### src/fdcr_map.svh
// Register offsets, field positions, reset values and timing counts
`ifndef FDCR_MAP_SVH
`define FDCR_MAP_SVH

// ----------------------------------------
// Register indices and byte addresses
// ----------------------------------------
`define FDCR_DMC_IDX       10'h3f2
`define FDCR_TAPE_IDX      10'h3f3
`define FDCR_RATE_IDX      10'h3f4
`define FDCR_DMC_ADDR      {`FDCR_DMC_IDX, 2'b00}
`define FDCR_TAPE_ADDR     {`FDCR_TAPE_IDX, 2'b00}
`define FDCR_RATE_ADDR     {`FDCR_RATE_IDX, 2'b00}

// ----------------------------------------
// Field positions
// ----------------------------------------
`define FDCR_DMC_SEL0      0
`define FDCR_DMC_SEL1      1
`define FDCR_DMC_RUN       2
`define FDCR_DMC_GATE      3
`define FDCR_DMC_MOT0      4
`define FDCR_DMC_MOT1      5
`define FDCR_RATE_SRST     7
`define FDCR_RATE_PDOWN    6
`define FDCR_RATE_PC_LO    2
`define FDCR_RATE_PC_HI    4

// ----------------------------------------
// Reset values and codes
// ----------------------------------------
`define FDCR_DMC_RST       8'h00
`define FDCR_TAPE_RST      2'h0
`define FDCR_RATE_RST      8'h02
`define FDCR_RATE_1M       2'h3
`define FDCR_PC_DEFAULT    3'h0
`define FDCR_PC_DEF_1M     3'h1
`define FDCR_PC_DEF_LOW    3'h3

// ----------------------------------------
// Timing
// ----------------------------------------
`define FDCR_CLK_NS        50
`define FDCR_SRST_MIN_NS   100
`define FDCR_SRST_CYC      ((`FDCR_SRST_MIN_NS + `FDCR_CLK_NS - 1) / `FDCR_CLK_NS)

`endif

### src/fdcr_pkg.sv
// Types shared by the floppy drive control register block
package fdcr_pkg;
    typedef logic [7:0] fdcr_byte_t;
    typedef logic [1:0] fdcr_rate_t;
    typedef enum logic {
        fdcr_mode_legacy,
        fdcr_mode_extended
    } fdcr_mode_t;
endpackage

### src/fdcr_sync2.sv
// Two flip-flop synchroniser for static configuration pins
`timescale 1ns/1ps
module fdcr_sync2 #(
    parameter int W = 1
) (
    // Clock and reset
    input  wire logic         mclk,
    input  wire logic         reset_n,
    // Data
    input  wire logic [W-1:0] din,
    output logic      [W-1:0] dout
);
    logic [W-1:0] meta_ff;

    always_ff @(posedge mclk or negedge reset_n) begin
        if (!reset_n) begin
            meta_ff <= '0;
            dout    <= '0;
        end else begin
            meta_ff <= din;
            dout    <= meta_ff;
        end
    end
endmodule

### src/fdcr_hold.sv
// Minimum-length stretcher for a reset request pulse
`timescale 1ns/1ps
module fdcr_hold #(
    parameter int CYC = 2
) (
    // Clock and reset
    input  wire logic mclk,
    input  wire logic reset_n,
    // Control
    input  wire logic trig,
    output logic      busy
);
    logic [3:0] cnt_ff;
    logic [3:0] nxt_cnt;

    assign nxt_cnt = trig ? 4'(CYC) : ((cnt_ff != 4'h0) ? cnt_ff - 4'h1 : 4'h0);
    assign busy    = (cnt_ff != 4'h0);

    always_ff @(posedge mclk or negedge reset_n) begin
        if (!reset_n) begin
            cnt_ff <= 4'h0;
        end else begin
            cnt_ff <= nxt_cnt;
        end
    end
endmodule

### src/fdcr_top.sv
// Floppy drive control register bank with APB slave
//
// Added by the designer: register access over APB.
`timescale 1ns/1ps
`include "fdcr_map.svh"
module fdcr_top (
    // Clock and reset
    input  wire logic        mclk,
    input  wire logic        reset_n,
    // APB slave
    input  wire logic        psel,
    input  wire logic        penable,
    input  wire logic        pwrite,
    input  wire logic [11:0] paddr,
    input  wire logic [31:0] pwdata,
    output logic      [31:0] prdata,
    output logic             pready,
    output logic             pslverr,
    // Static configuration pins
    input  wire logic        mode_extended,
    input  wire logic        enhanced_mode2,
    input  wire logic        drive_swap,
    input  wire logic [7:0]  drive_type_config,
    input  wire logic [1:0]  boot_drive,
    // Neighbouring controller logic
    input  wire logic        ccr_rate_wr,
    input  wire logic [1:0]  ccr_rate,
    input  wire logic        data_status_access,
    // Drive pins
    output logic             unit_pick_0_n,
    output logic             unit_pick_1_n,
    output logic             spindle_out_0_n,
    output logic             spindle_out_1_n,
    // Controller side
    output logic             controller_reset,
    output logic             dma_irq_gate,
    output logic             low_power,
    output logic [1:0]       active_rate,
    output logic [2:0]       write_shift_sel,
    output logic [1:0]       tape_drive
);

    // ----------------------------------------
    // Configuration synchronisers
    // ----------------------------------------
    logic [12:0] cfg_sync;
    fdcr_pkg::fdcr_mode_t mode;
    logic       enh2;
    logic       swap;
    logic [7:0] type_cfg;
    logic [1:0] boot_sel;

    // Slow pins, so two flops each before use
    fdcr_sync2 #(
        .W (13)
    ) u_cfg_sync (
        .mclk    (mclk),
        .reset_n (reset_n),
        .din     ({mode_extended, enhanced_mode2, drive_swap,
                   drive_type_config, boot_drive}),
        .dout    (cfg_sync)
    );

    assign mode     = fdcr_pkg::fdcr_mode_t'(cfg_sync[12]);
    assign enh2     = cfg_sync[11];
    assign swap     = cfg_sync[10];
    assign type_cfg = cfg_sync[9:2];
    assign boot_sel = cfg_sync[1:0];

    // ----------------------------------------
    // Storage
    // ----------------------------------------
    fdcr_pkg::fdcr_byte_t dmc_ff;
    fdcr_pkg::fdcr_byte_t nxt_dmc;
    logic [1:0]           tape_ff;
    logic [1:0]           nxt_tape;
    logic [2:0]           pc_ff;
    logic [2:0]           nxt_pc;
    fdcr_pkg::fdcr_rate_t rate_ff;
    fdcr_pkg::fdcr_rate_t nxt_rate;
    logic                 lowp_ff;
    logic                 nxt_lowp;

    // ----------------------------------------
    // APB decode
    // ----------------------------------------
    logic       setup_ph;
    logic       access_ok;
    logic       wr_go;
    logic       hit_dmc;
    logic       hit_tape;
    logic       hit_rate;
    logic       hit_any;
    logic [7:0] wbyte;

    assign setup_ph  = psel & ~penable;
    assign access_ok = psel & penable & pready;
    assign wr_go     = access_ok & pwrite;
    assign hit_dmc   = (paddr == `FDCR_DMC_ADDR);
    assign hit_tape  = (paddr == `FDCR_TAPE_ADDR);
    assign hit_rate  = (paddr == `FDCR_RATE_ADDR);
    assign hit_any   = hit_dmc | hit_tape | hit_rate;
    assign wbyte     = pwdata[7:0];

    logic wr_dmc;
    logic wr_tape;
    logic wr_rate;

    // Drive/motor register takes writes at any moment
    assign wr_dmc  = wr_go & hit_dmc;
    assign wr_tape = wr_go & hit_tape;
    assign wr_rate = wr_go & hit_rate;

    // ----------------------------------------
    // Software reset
    // ----------------------------------------
    logic run_now;
    logic run_fall;
    logic dsr_kick;
    logic hold_busy;
    logic sw_reset;

    // Held reset follows the stored run bit
    assign run_now  = dmc_ff[`FDCR_DMC_RUN];
    assign run_fall = wr_dmc & ~wbyte[`FDCR_DMC_RUN];
    // Rate bit 7 is a pulse only, never stored
    assign dsr_kick = wr_rate & wbyte[`FDCR_RATE_SRST];

    // A clear-then-set pair still yields the minimum width
    fdcr_hold #(
        .CYC (`FDCR_SRST_CYC)
    ) u_hold (
        .mclk    (mclk),
        .reset_n (reset_n),
        .trig    (run_fall | dsr_kick),
        .busy    (hold_busy)
    );

    assign sw_reset = ~run_now | hold_busy | dsr_kick | run_fall;

    // ----------------------------------------
    // Next register values
    // ----------------------------------------
    // Software reset touches none of these
    assign nxt_dmc  = wr_dmc ? wbyte : dmc_ff;
    assign nxt_tape = wr_tape ? wbyte[1:0] : tape_ff;
    assign nxt_pc   = wr_rate ? wbyte[`FDCR_RATE_PC_HI:`FDCR_RATE_PC_LO] : pc_ff;

    // Latest writer wins; a same-cycle clash goes to the rate register
    assign nxt_rate = wr_rate ? fdcr_pkg::fdcr_rate_t'(wbyte[1:0]) :
                      ccr_rate_wr ? ccr_rate : rate_ff;

    logic lowp_set;
    logic lowp_clr;

    // Entering low power beats a clear in the same cycle
    assign lowp_set = wr_rate & wbyte[`FDCR_RATE_PDOWN];
    assign lowp_clr = sw_reset | data_status_access;
    assign nxt_lowp = lowp_set | (lowp_ff & ~lowp_clr);

    always_ff @(posedge mclk or negedge reset_n) begin
        if (!reset_n) begin
            dmc_ff  <= `FDCR_DMC_RST;
            tape_ff <= `FDCR_TAPE_RST;
            pc_ff   <= 3'(`FDCR_RATE_RST >> `FDCR_RATE_PC_LO);
            rate_ff <= 2'(`FDCR_RATE_RST);
            lowp_ff <= 1'b0;
        end else begin
            dmc_ff  <= nxt_dmc;
            tape_ff <= nxt_tape;
            pc_ff   <= nxt_pc;
            rate_ff <= nxt_rate;
            lowp_ff <= nxt_lowp;
        end
    end

    // ----------------------------------------
    // Drive select and motor decode
    // ----------------------------------------
    logic [1:0] pick;
    logic       mot0;
    logic       mot1;
    logic       want0;
    logic       want1;
    logic       nxt_ds0_n;
    logic       nxt_ds1_n;
    logic       nxt_mt0_n;
    logic       nxt_mt1_n;

    // Binary code, so only one select can ever match
    assign pick  = {dmc_ff[`FDCR_DMC_SEL1], dmc_ff[`FDCR_DMC_SEL0]};
    // Bits 6 and 7 have no pin behind them
    assign mot0  = dmc_ff[`FDCR_DMC_MOT0];
    assign mot1  = dmc_ff[`FDCR_DMC_MOT1];
    // Codes 10 and 11 leave both selects idle
    assign want0 = (pick == 2'h0) & mot0;
    assign want1 = (pick == 2'h1) & mot1;

    // Swap exchanges the physical pins, not the register
    assign nxt_ds0_n = swap ? ~want1 : ~want0;
    assign nxt_ds1_n = swap ? ~want0 : ~want1;
    assign nxt_mt0_n = swap ? ~mot1 : ~mot0;
    assign nxt_mt1_n = swap ? ~mot0 : ~mot1;

    // ----------------------------------------
    // Controller controls
    // ----------------------------------------
    logic       nxt_gate;
    logic [2:0] nxt_shift;

    // Extended mode ignores the stored gate bit
    assign nxt_gate = (mode == fdcr_pkg::fdcr_mode_extended) ? 1'b1 : dmc_ff[`FDCR_DMC_GATE];

    // Default delay depends on rate: 1M is shorter than the low rates
    assign nxt_shift = (pc_ff != `FDCR_PC_DEFAULT) ? pc_ff :
                       (rate_ff == `FDCR_RATE_1M) ? `FDCR_PC_DEF_1M : `FDCR_PC_DEF_LOW;

    always_ff @(posedge mclk or negedge reset_n) begin
        if (!reset_n) begin
            unit_pick_0_n   <= 1'b1;
            unit_pick_1_n   <= 1'b1;
            spindle_out_0_n <= 1'b1;
            spindle_out_1_n <= 1'b1;
            controller_reset <= 1'b1;
            dma_irq_gate    <= 1'b0;
            low_power       <= 1'b0;
            active_rate     <= 2'(`FDCR_RATE_RST);
            write_shift_sel <= `FDCR_PC_DEF_LOW;
            tape_drive      <= `FDCR_TAPE_RST;
        end else begin
            unit_pick_0_n   <= nxt_ds0_n;
            unit_pick_1_n   <= nxt_ds1_n;
            spindle_out_0_n <= nxt_mt0_n;
            spindle_out_1_n <= nxt_mt1_n;
            controller_reset <= sw_reset;
            dma_irq_gate    <= nxt_gate;
            low_power       <= lowp_ff;
            active_rate     <= rate_ff;
            write_shift_sel <= nxt_shift;
            tape_drive      <= tape_ff;
        end
    end

    // ----------------------------------------
    // Read path
    // ----------------------------------------
    logic [1:0] type_id;
    logic [7:0] tape_rd;
    logic [7:0] rd_byte;

    // Pair chosen by the current drive code
    assign type_id = (pick == 2'h0) ? type_cfg[1:0] :
                     (pick == 2'h1) ? type_cfg[3:2] :
                     (pick == 2'h2) ? type_cfg[5:4] : type_cfg[7:6];

    // Normal mode shows only the tape bits
    assign tape_rd = enh2 ? {2'b00, type_id, boot_sel, tape_ff} : {6'h00, tape_ff};

    // Rate register is write-only and reads as zero here
    assign rd_byte = hit_dmc ? dmc_ff :
                     hit_tape ? tape_rd : 8'h00;

    // ----------------------------------------
    // APB answer
    // ----------------------------------------
    // No wait state: answer is staged in the setup cycle so every
    // bus output is a flop, and pready is high in the first access cycle.
    logic [31:0] nxt_prdata;
    logic        nxt_pready;
    logic        nxt_pslverr;

    assign nxt_pready  = setup_ph;
    assign nxt_prdata  = (setup_ph & ~pwrite) ? {24'h000000, rd_byte} : 32'h00000000;
    assign nxt_pslverr = setup_ph & ~hit_any;

    always_ff @(posedge mclk or negedge reset_n) begin
        if (!reset_n) begin
            prdata  <= 32'h00000000;
            pready  <= 1'b0;
            pslverr <= 1'b0;
        end else begin
            prdata  <= nxt_prdata;
            pready  <= nxt_pready;
            pslverr <= nxt_pslverr;
        end
    end

endmodule

### config.mk
export PLATFORM = sky130hd
export DESIGN_NAME = fdcr_top
export DESIGN_NICKNAME = d
export VERILOG_FILES = /design/src/fdcr_pkg.sv /design/src/fdcr_sync2.sv /design/src/fdcr_hold.sv /design/src/fdcr_top.sv
export VERILOG_INCLUDE_DIRS = /design/src
export SDC_FILE = /design/constraint.sdc
export NUM_CORES = 1
export LEC_CHECK = 0
export ABC_AREA = 0
export BUFFER_PORTS_ARGS = -buffer_cell sky130_fd_sc_hd__buf_2
export CORE_ASPECT_RATIO = 2
export CORE_MARGIN = 1.5
export CORE_UTILIZATION = 44
export CTS_BUF_LIST = sky130_fd_sc_hd__clkbuf_8
export DETAILED_ROUTE_END_ITERATION = 8
export GPL_TIMING_DRIVEN = 0
export HOLD_SLACK_MARGIN = 0.15
export PLACE_DENSITY = 0.78
export SYNTH_ARGS = -nofsm -noshare
export SYNTH_HDL_FRONTEND = slang
export SYNTH_SLANG_ARGS = --single-unit
export TNS_END_PERCENT = 20
### constraint.sdc
create_clock -name mclk -period 1.4 [get_ports mclk]
set_input_delay 0.28 -clock mclk [delete_from_list [all_inputs] [get_ports mclk]]
set_output_delay 0.28 -clock mclk [all_outputs]
set_load 0.005 [all_outputs]
==> results.txt, run 1 <==
The post-route antenna net violation count is 0. The final weighted congestion of routability-driven global placement came out at around 0.77. Across every metal layer, demand over resource in global routing totals 0.164.

The synthesis-to-finish area growth is 36.4%. TritonCTS built the clock tree. The number of detailed-route iterations in the first pass came out at 8. The number of instances in the synthesized netlist came out at 186.

The count of warnings emitted by yosys is 0. The max-cap violation count came out at 0. Of the cells placed in the final design, the portion with a size suffix greater than 1 is 0.502. The fmax is ~0.65 GHz. By startpoint and endpoint, the worst setup path is classified as register to register. In the layout the commonest cells are buf_2, dfrtp_1, buf_4.

The final cell area excluding filler cells came out at ~0.0036 mm^2. The routed design could run at a clock period as short as 1530 ps. The maximum number of pins on one net before global-route repair came out at just over 70. The routed layout has 1760 vias. In this run the worst path has a maximum fanout of 6. The startpoint identified for the worst register-to-register timing path is pready. The slew of the pin with the lowest slew margin came out at roughly 830 ps. Leaving out filler cells and counting taps, the final layout contains 370. The deepest clock path buffer count is 2. Buffers inserted during clock tree synthesis total 9. The most critical setup path has its startpoint at pready. The total congestion overflow after global routing came out at 0. The count of endpoints failing hold in the final timing report is 0.

STA classifies the critical path endpoint as a register. The number of enable-type register cells in the synthesized netlist came out at 0. In this run the tightest slew margin relative to its limit is 0.448. The detailed-placement wirelength estimate is 3.39 mm.

The average wire length per cell after detail routing came out at ~13 um. The number of slew-limit violations in the final report came out at 0. Setup repair after global routing could not meet its margin everywhere. The global-route wire length before repair came out at 7.82 mm. The worst hold path begins at pwdata[5]. The worst clock skew is approximately 6.6 ps. The number of distinct library cell variants in the gate-level netlist after synthesis is 40. Clock tree synthesis selected as its root buffer the cell clkbuf_8. STA classifies the critical path startpoint as a register. For this run, design rule violations remaining after detail routing come to 3. Leaving out fill and tap cells, the most frequent cell in the layout is buf_2.

The final count of negative-setup-slack endpoints came out at 16. Measured in cells, the most critical reg-to-reg path has a length of 4. The flop-to-flop setup slack is -130 ps. The chip height came out at 112 um.

For this configuration, the core starts out at a cell density of 0.458. Counting instances, the worst hold path has a depth of 2. The worst path setup slack after routing came out at -127 ps. The wire length after detailed routing came out at roughly 5.0 mm. The end-of-flow core utilization came out at 0.624. The number of top-level design ports is roughly 110. The die outline width came out at between 50 and 60 um.

The number of global-route vias before repair came out at roughly 1.7k. For the worst setup path, the data arrival time is between 1500 and 2000 ps. The number of nets in the finished design is 370. Dividing the final minimum period by the clock period gives 1.09.

The number of antenna violations at the first check in global routing is 0. The antenna cell count is 0. The mean number of vias per cell is 4.76.

In this run, placement finished with an instance count of around 340. The post-place setup slack came out at -521 ps. The floorplan step defined a die boundary enclosing roughly 0.0065 mm^2. The power per cell area came out at between 1000 and 1500 mW/mm^2.

The post-CTS clock slew at the launch and capture registers of the worst setup and hold paths came out at approximately 70 ps. A synthesized cell averages 14.2 um^2. The mapped cell area came out at 0.00264 mm^2. The detailed router finished its first iteration with 62 violations. The total of buffers placed on input and output ports came out at between 60 and 70.

The summed negative setup slack over all endpoints came out at -1230 ps. The standard cell core area came out at approximately 0.0058 mm^2. The clock latency on the worst-skew pair is 340 ps. The share of async-settable or async-resettable flops after synthesis is 1.00. The number of sinks driven by the clock tree is 70. The checks that failed: DRC, setup timing.

The site row count came out at 39. For this run, the leading register cell type out of synthesis is dfrtp_1. VDD sags by at most around 730 uV. CTS built an H-tree with a depth of 3. The min-delay analysis places its worst path in the category input pin to register. The worst hold path terminates at dmc_ff[5]. Of the synthesized area, sequential elements account for 0.669. The critical path required time is around 1600 ps.

The number of synthesized register bits is 70. The destination of the worst register-to-register timing path is lowp_ff. The instance area at placement is between 0.003 and 0.004 mm^2. The leakage power of the design came out at 1.81 nW. The run finished, with violations left.
[Yosys cell counts (3+ instances only)]
library cell	number	area (um^2)
or2_2	3	18.8
mux2_2	17	191
buf_4	24	180
a21oi_1	8	40.0
nor2_1	6	22.5
nor3b_1	5	37.5
nor2b_1	3	18.8
dfrtp_1	61	1530
mux2i_1	3	30.0
nand2_1	9	33.8
dfstp_2	9	236
nand3_1	4	20.0
[worst max path at each step]
stage	endpoint	slack (ps)	cells past startpoint
after global routing	dmc_ff[7]	-180	6
after floorplan	lowp_ff	-220	5
final	lowp_ff	-130	4
after global placement	dmc_ff[6]	-510	4
after detailed placement	dmc_ff[6]	-520	4
after CTS	lowp_ff	-230	5
[cells by family after synthesis]
kind of cell	count (synthesis)	synth area share
simple gates	48	0.114
other cells	1	0.00142
flops	70	0.669
buf+inv	29	0.0764
compound gates	16	0.0380
mux	22	0.101
[timing repair]
item / in CTS / in global routing
setup buffers: 3 / 2
endpoints found under the setup margin: 23 / 22
pin swaps: 4 / 3
hold endpoints to repair: 75 / 0
gates resized for setup: 8 / 10
hold buffers: 15 / 0
[worst max-delay path, cell delays in order (launching register included)]
cell	delay [ps]
dfrtp_1	340
and4_1	180
nand3_2	90
or4_4	540
a32o_1	270
[per-layer routing]
layer  wire (um)  vias to the layer above  track usage
li1            -                      833            -
met5           0                        -            0
met2        2930                       57        0.290
met4          93                        0       0.0915
met3         295                       10       0.0588
met1        1650                      860        0.159
[per-stage QoR]
| step | power, W | hold slack [ps] |
|---|---|---|
| 2_1_floorplan | 0.00225 | -15.6 |
| 3_3_place_gp | 0.00237 | 332 |
| 3_5_place_dp | 0.00238 | 335 |
| 4_1_cts | 0.00423 | 160 |
| 5_1_grt | 0.00437 | 172 |
| 6_report | 0.00420 | 178 |
[area by class of cell]
type | count | area, um^2
clock inverters | 6 | 95.1
flip-flops and latches | 70 | 1760
fillers | 447 | 2160
plain buffers | 27 | 196
multi-input cells | 110 | 797
repair buffers | 85 | 523
inverters | 1 | 3.75
clock buffers | 10 | 138
well taps | 61 | 76.3
[state kept, by name, summed over array words and instances (netlist names), 2 cells and up]
name	cells
rate_ff	2
pc_ff	3
prdata	8
u_cfg_sync.meta_ff	13
tape_ff	2
active_rate	2
tape_drive	2
u_cfg_sync.dout	13
u_hold.cnt_ff	4
dmc_ff	8
write_shift_sel	3
[power breakdown]
part	internal (W)	switching, W	total [W]
logic	0.000152	0.000123	0.000275
clock network	0.00106	0.000753	0.00182
registers	0.00209	0.0000205	0.00211
total	0.00330	0.000897	0.00420
Power figures use the tool's default switching activity.
==> run 2, diff against run 1 <==
--- a/config.mk
+++ b/config.mk
@@ -17,4 +17,5 @@
 export HOLD_SLACK_MARGIN = 0.15
 export PLACE_DENSITY = 0.78
+export SETUP_SLACK_MARGIN = 0.3
 export SYNTH_ARGS = -nofsm -noshare
 export SYNTH_HDL_FRONTEND = slang
==> constraint.sdc (replaced) <==
create_clock -name mclk -period 1.4 [get_ports mclk]
set_input_delay 0.28 -clock mclk [delete_from_list [all_inputs] [get_ports mclk]]
set_output_delay 0.28 -clock mclk [all_outputs]
set_load 0.1 [all_outputs]
==> run 2 against run 1 <==
  * The flow still finishes with violations (DRC, setup timing)
  * Routed wire length increased by 8.0%
  * Register-to-register slack got worse by 130 ps
  * Clock skew rose by 3.5 ps
  * Worst setup slack got worse by 130 ps
  * Via count increased by 3.2%
  * Sequential share of layout area shrank 4.4 points
  * Non-clock buffer count is 1 lower
  * Final area is 10% higher
  * Sequential power about the same
  * Critical path type unchanged
  * Critical endpoint unchanged
  * Largest cell class unchanged
  * Largest power group unchanged
==> results.txt, run 2 (synthesis results as in run 1) <==
The flow ran to the end, but the final reports show violations. The checks that failed: DRC, setup timing. The nature of the critical path endpoint is a register.

The time the worst path needs with I/O delays and setup is 1660 ps (+134 ps). The final weighted congestion of routability-driven global placement is 0.747 (-3.3%). The clock buffer count from CTS is 9 (unchanged).

Setup repair after global routing could not meet its margin everywhere. The count of endpoints failing hold in the final timing report came to 0 (unchanged). The clock latency on the worst-skew pair came out at 340 ps (about the same). The full die area came out at 0.00649 mm^2 (unchanged). The overall global routing resource usage came out at 0.176 (+0.0118). The number of top-level design ports is 114 (unchanged). The quantity of hold-fixing buffers added after cts is 14 (-1). The leakage power of the design is 1.91 nW (+5.7%).

The wire length after detailed routing was 5.37 mm (+8.0%). The critical path is of the register to register type. The power per cell area came out at 1160 mW/mm^2 (-0.98%). The global-route wire length before repair is 8.40 mm (+7.4%). The peak supply drop came out at 703 uV (-3.8%). The slew of the pin with the lowest slew margin is 842 ps (+13.3 ps).

The post-route antenna net violation count came out at 0 (unchanged). The maximum number of pins on one net before global-route repair is 71 (unchanged). The number of nets in the finished design was 369 (-0.27%).

Leaving out fill and tap cells, the most frequent cell in the layout is dfrtp_1. The average wire length per cell after detail routing came out at 14.5 um (+8.3%). The post-CTS clock slew at the launch and capture registers of the worst setup and hold paths came out at 70 ps (about the same).

The number of slew-limit violations in the final report is 0 (unchanged). The worst register-to-register path begins at pready. The class of the worst hold path is input pin to asynchronous set/reset pin. In the final layout, the registers with the most flip-flops are u_cfg_sync.dout (13), u_cfg_sync.meta_ff (13). The remaining design rule violation count is 2 (-1). The overall via count from detail_route is 1817 (+3.2%). The antenna cell count is 0 (unchanged). The CTS tree is yes. The sequential cell area came out at 0.00177 mm^2 (+0.14%).

The overall power was 0.00457 W (+8.9%). The total congestion overflow after global routing is 0 (unchanged). The fmax is 0.602 GHz (-8.1%). The worst reg2reg path depth came out at 5 (+1).

The final standard cell count with taps included and fillers excluded came out at 369 (-0.27%). The number of detailed-route iterations in the first pass was 7 (-1). The area growth from synthesis to layout is 50.0%.

The share of the clock period used by the worst path is 1.19 (+0.0956). CTS placed an instance of clkbuf_8 at the clock tree root. The die outline width came out at 57.7 um (unchanged). In this run the critical register-to-register path is captured at lowp_ff. The flop-to-flop setup slack is -260 ps (-130 ps). In this run the worst setup path begins at pready. The max-cap violation count came out at 0 (unchanged). The worst-path maximum fanout came to 6 (unchanged). The mean number of vias per cell came out at 4.92 (+3.5%). The critical path required time came out at 1630 ps (about the same).

The multi-input combinational cell area came out at 820 um^2 (+2.8%). The detailed-placement wirelength estimate came out at 3.42 mm (+0.73%). The chip height came out at 112 um (unchanged). The data arrival at the endpoint of the critical path came out at 1890 ps (+130 ps).

The deepest clock path buffer count is 2 (unchanged). The initial core utilization came out at 0.458 (unchanged). The worst max-slew margin expressed relative to the limit is 0.439 (-0.00884).

The worst clock skew is 10.1 ps (+3.47 ps). The worst setup path is launched from a register. Following the worst setup path forward leads to its endpoint at lowp_ff. The count of filler cells inserted in the layout was 404 (-9.6%). The standard cell core area came out at 0.00576 mm^2 (unchanged). The summed negative setup slack over all endpoints is -3250 ps (-2020 ps).

The share of final-layout standard cells stronger than drive strength 1 came to 0.516 (+0.0146). The number of sinks driven by the clock tree came out at 70 (unchanged). The end-of-flow core utilization was 0.686 (+0.0624). The total of buffers placed on input and output ports came to 65 (unchanged). The total number of H-tree levels is 3 (unchanged). The number of antenna violations at the first check in global routing came out at 0 (unchanged). The worst path setup slack after routing is -261 ps (-134 ps).

The detailed router's first-iteration violation count is 66 (+6.5%). The post-place setup slack came out at -519 ps (+1.84 ps). The number of global-route vias before repair was 1868 (+9.0%). The final count of negative-setup-slack endpoints was 22 (+6). The instance count after placement with tap cells included is 335 (unchanged). The site row count came out at 39 (unchanged). Leaving out fill and tap cells, the most frequent cells in the layout are dfrtp_1, buf_2, buf_4.
[run 2: cell types whose count changed in the layout (fill, tap and decap cells not counted), moves of 2 or more]
cell	change
nor3b_2	+2
a21oi_1	-2
a21oi_2	+2
buf_2	-23
clkinvlp_4	+3
nand3_1	-2
clkinv_4	-4
nand3_2	+2
buf_12	+23
[run 2: cell type report]
type / count / share of cell area
clock buffer: 10 / 0.0348
buffer: 28 / 0.0544
timing repair buffer: 83 / 0.214
sequential: 70 / 0.447
tap: 61 / 0.0193
clock inverter: 6 / 0.0218
multi-input combinational: 110 / 0.207
inverter: 1 / 0.000950
[run 2: how the worst min path moves through the flow]
stage | startpoint | to | slack (ps)
detailed placement | u_cfg_sync.meta_ff[5] | u_cfg_sync.dout[5] | 340
finish | reset_n | u_cfg_sync.meta_ff[10] | 20
floorplan | reset_n | active_rate[0] | -20
global route | reset_n | u_cfg_sync.meta_ff[10] | 100
CTS | reset_n | prdata[1] | 60
global placement | u_cfg_sync.meta_ff[9] | u_cfg_sync.dout[9] | 330
[run 2: worst max-delay path, stage by stage, from the launching register on]
cell and delay [ps]:
dfrtp_4 400, and4_1 180, nand3_2 100, or4_4 500
buf_6 140, a32o_1 230
[run 2: report_power, final]
part	leakage, nW	switching, W	internal [W]	total, W
sequential	0.876	0.0000283	0.00209	0.00212
combinational	0.932	0.000488	0.000192	0.000680
clock	0.106	0.000731	0.00104	0.00177
[run 2: metal layers]
layer | up-vias | track usage | part of all wire
li1 | 825 | - | -
met1 | 900 | 0.169 | 0.32
met4 | 0 | 0.102 | 0.035
met3 | 18 | 0.0449 | 0.053
met2 | 74 | 0.322 | 0.59
met5 | - | 0 | 0
[run 2: metrics by stage]
stage / hold slack (ps) / area, um^2
3_5_place_dp: 336 / 3130
5_1_grt: 99.3 / 3950
3_3_place_gp: 332 / 3130
2_1_floorplan: -15.6 / 2730
4_1_cts: 59.2 / 3920
6_report: 22.2 / 3950
[run 2: timing repair]
item,in CTS,in global routing
endpoints found under the hold margin,75,61
resized for setup,107,7
buffers inserted,3,1
pin swaps,4,4
endpoints found under the setup margin,48,50
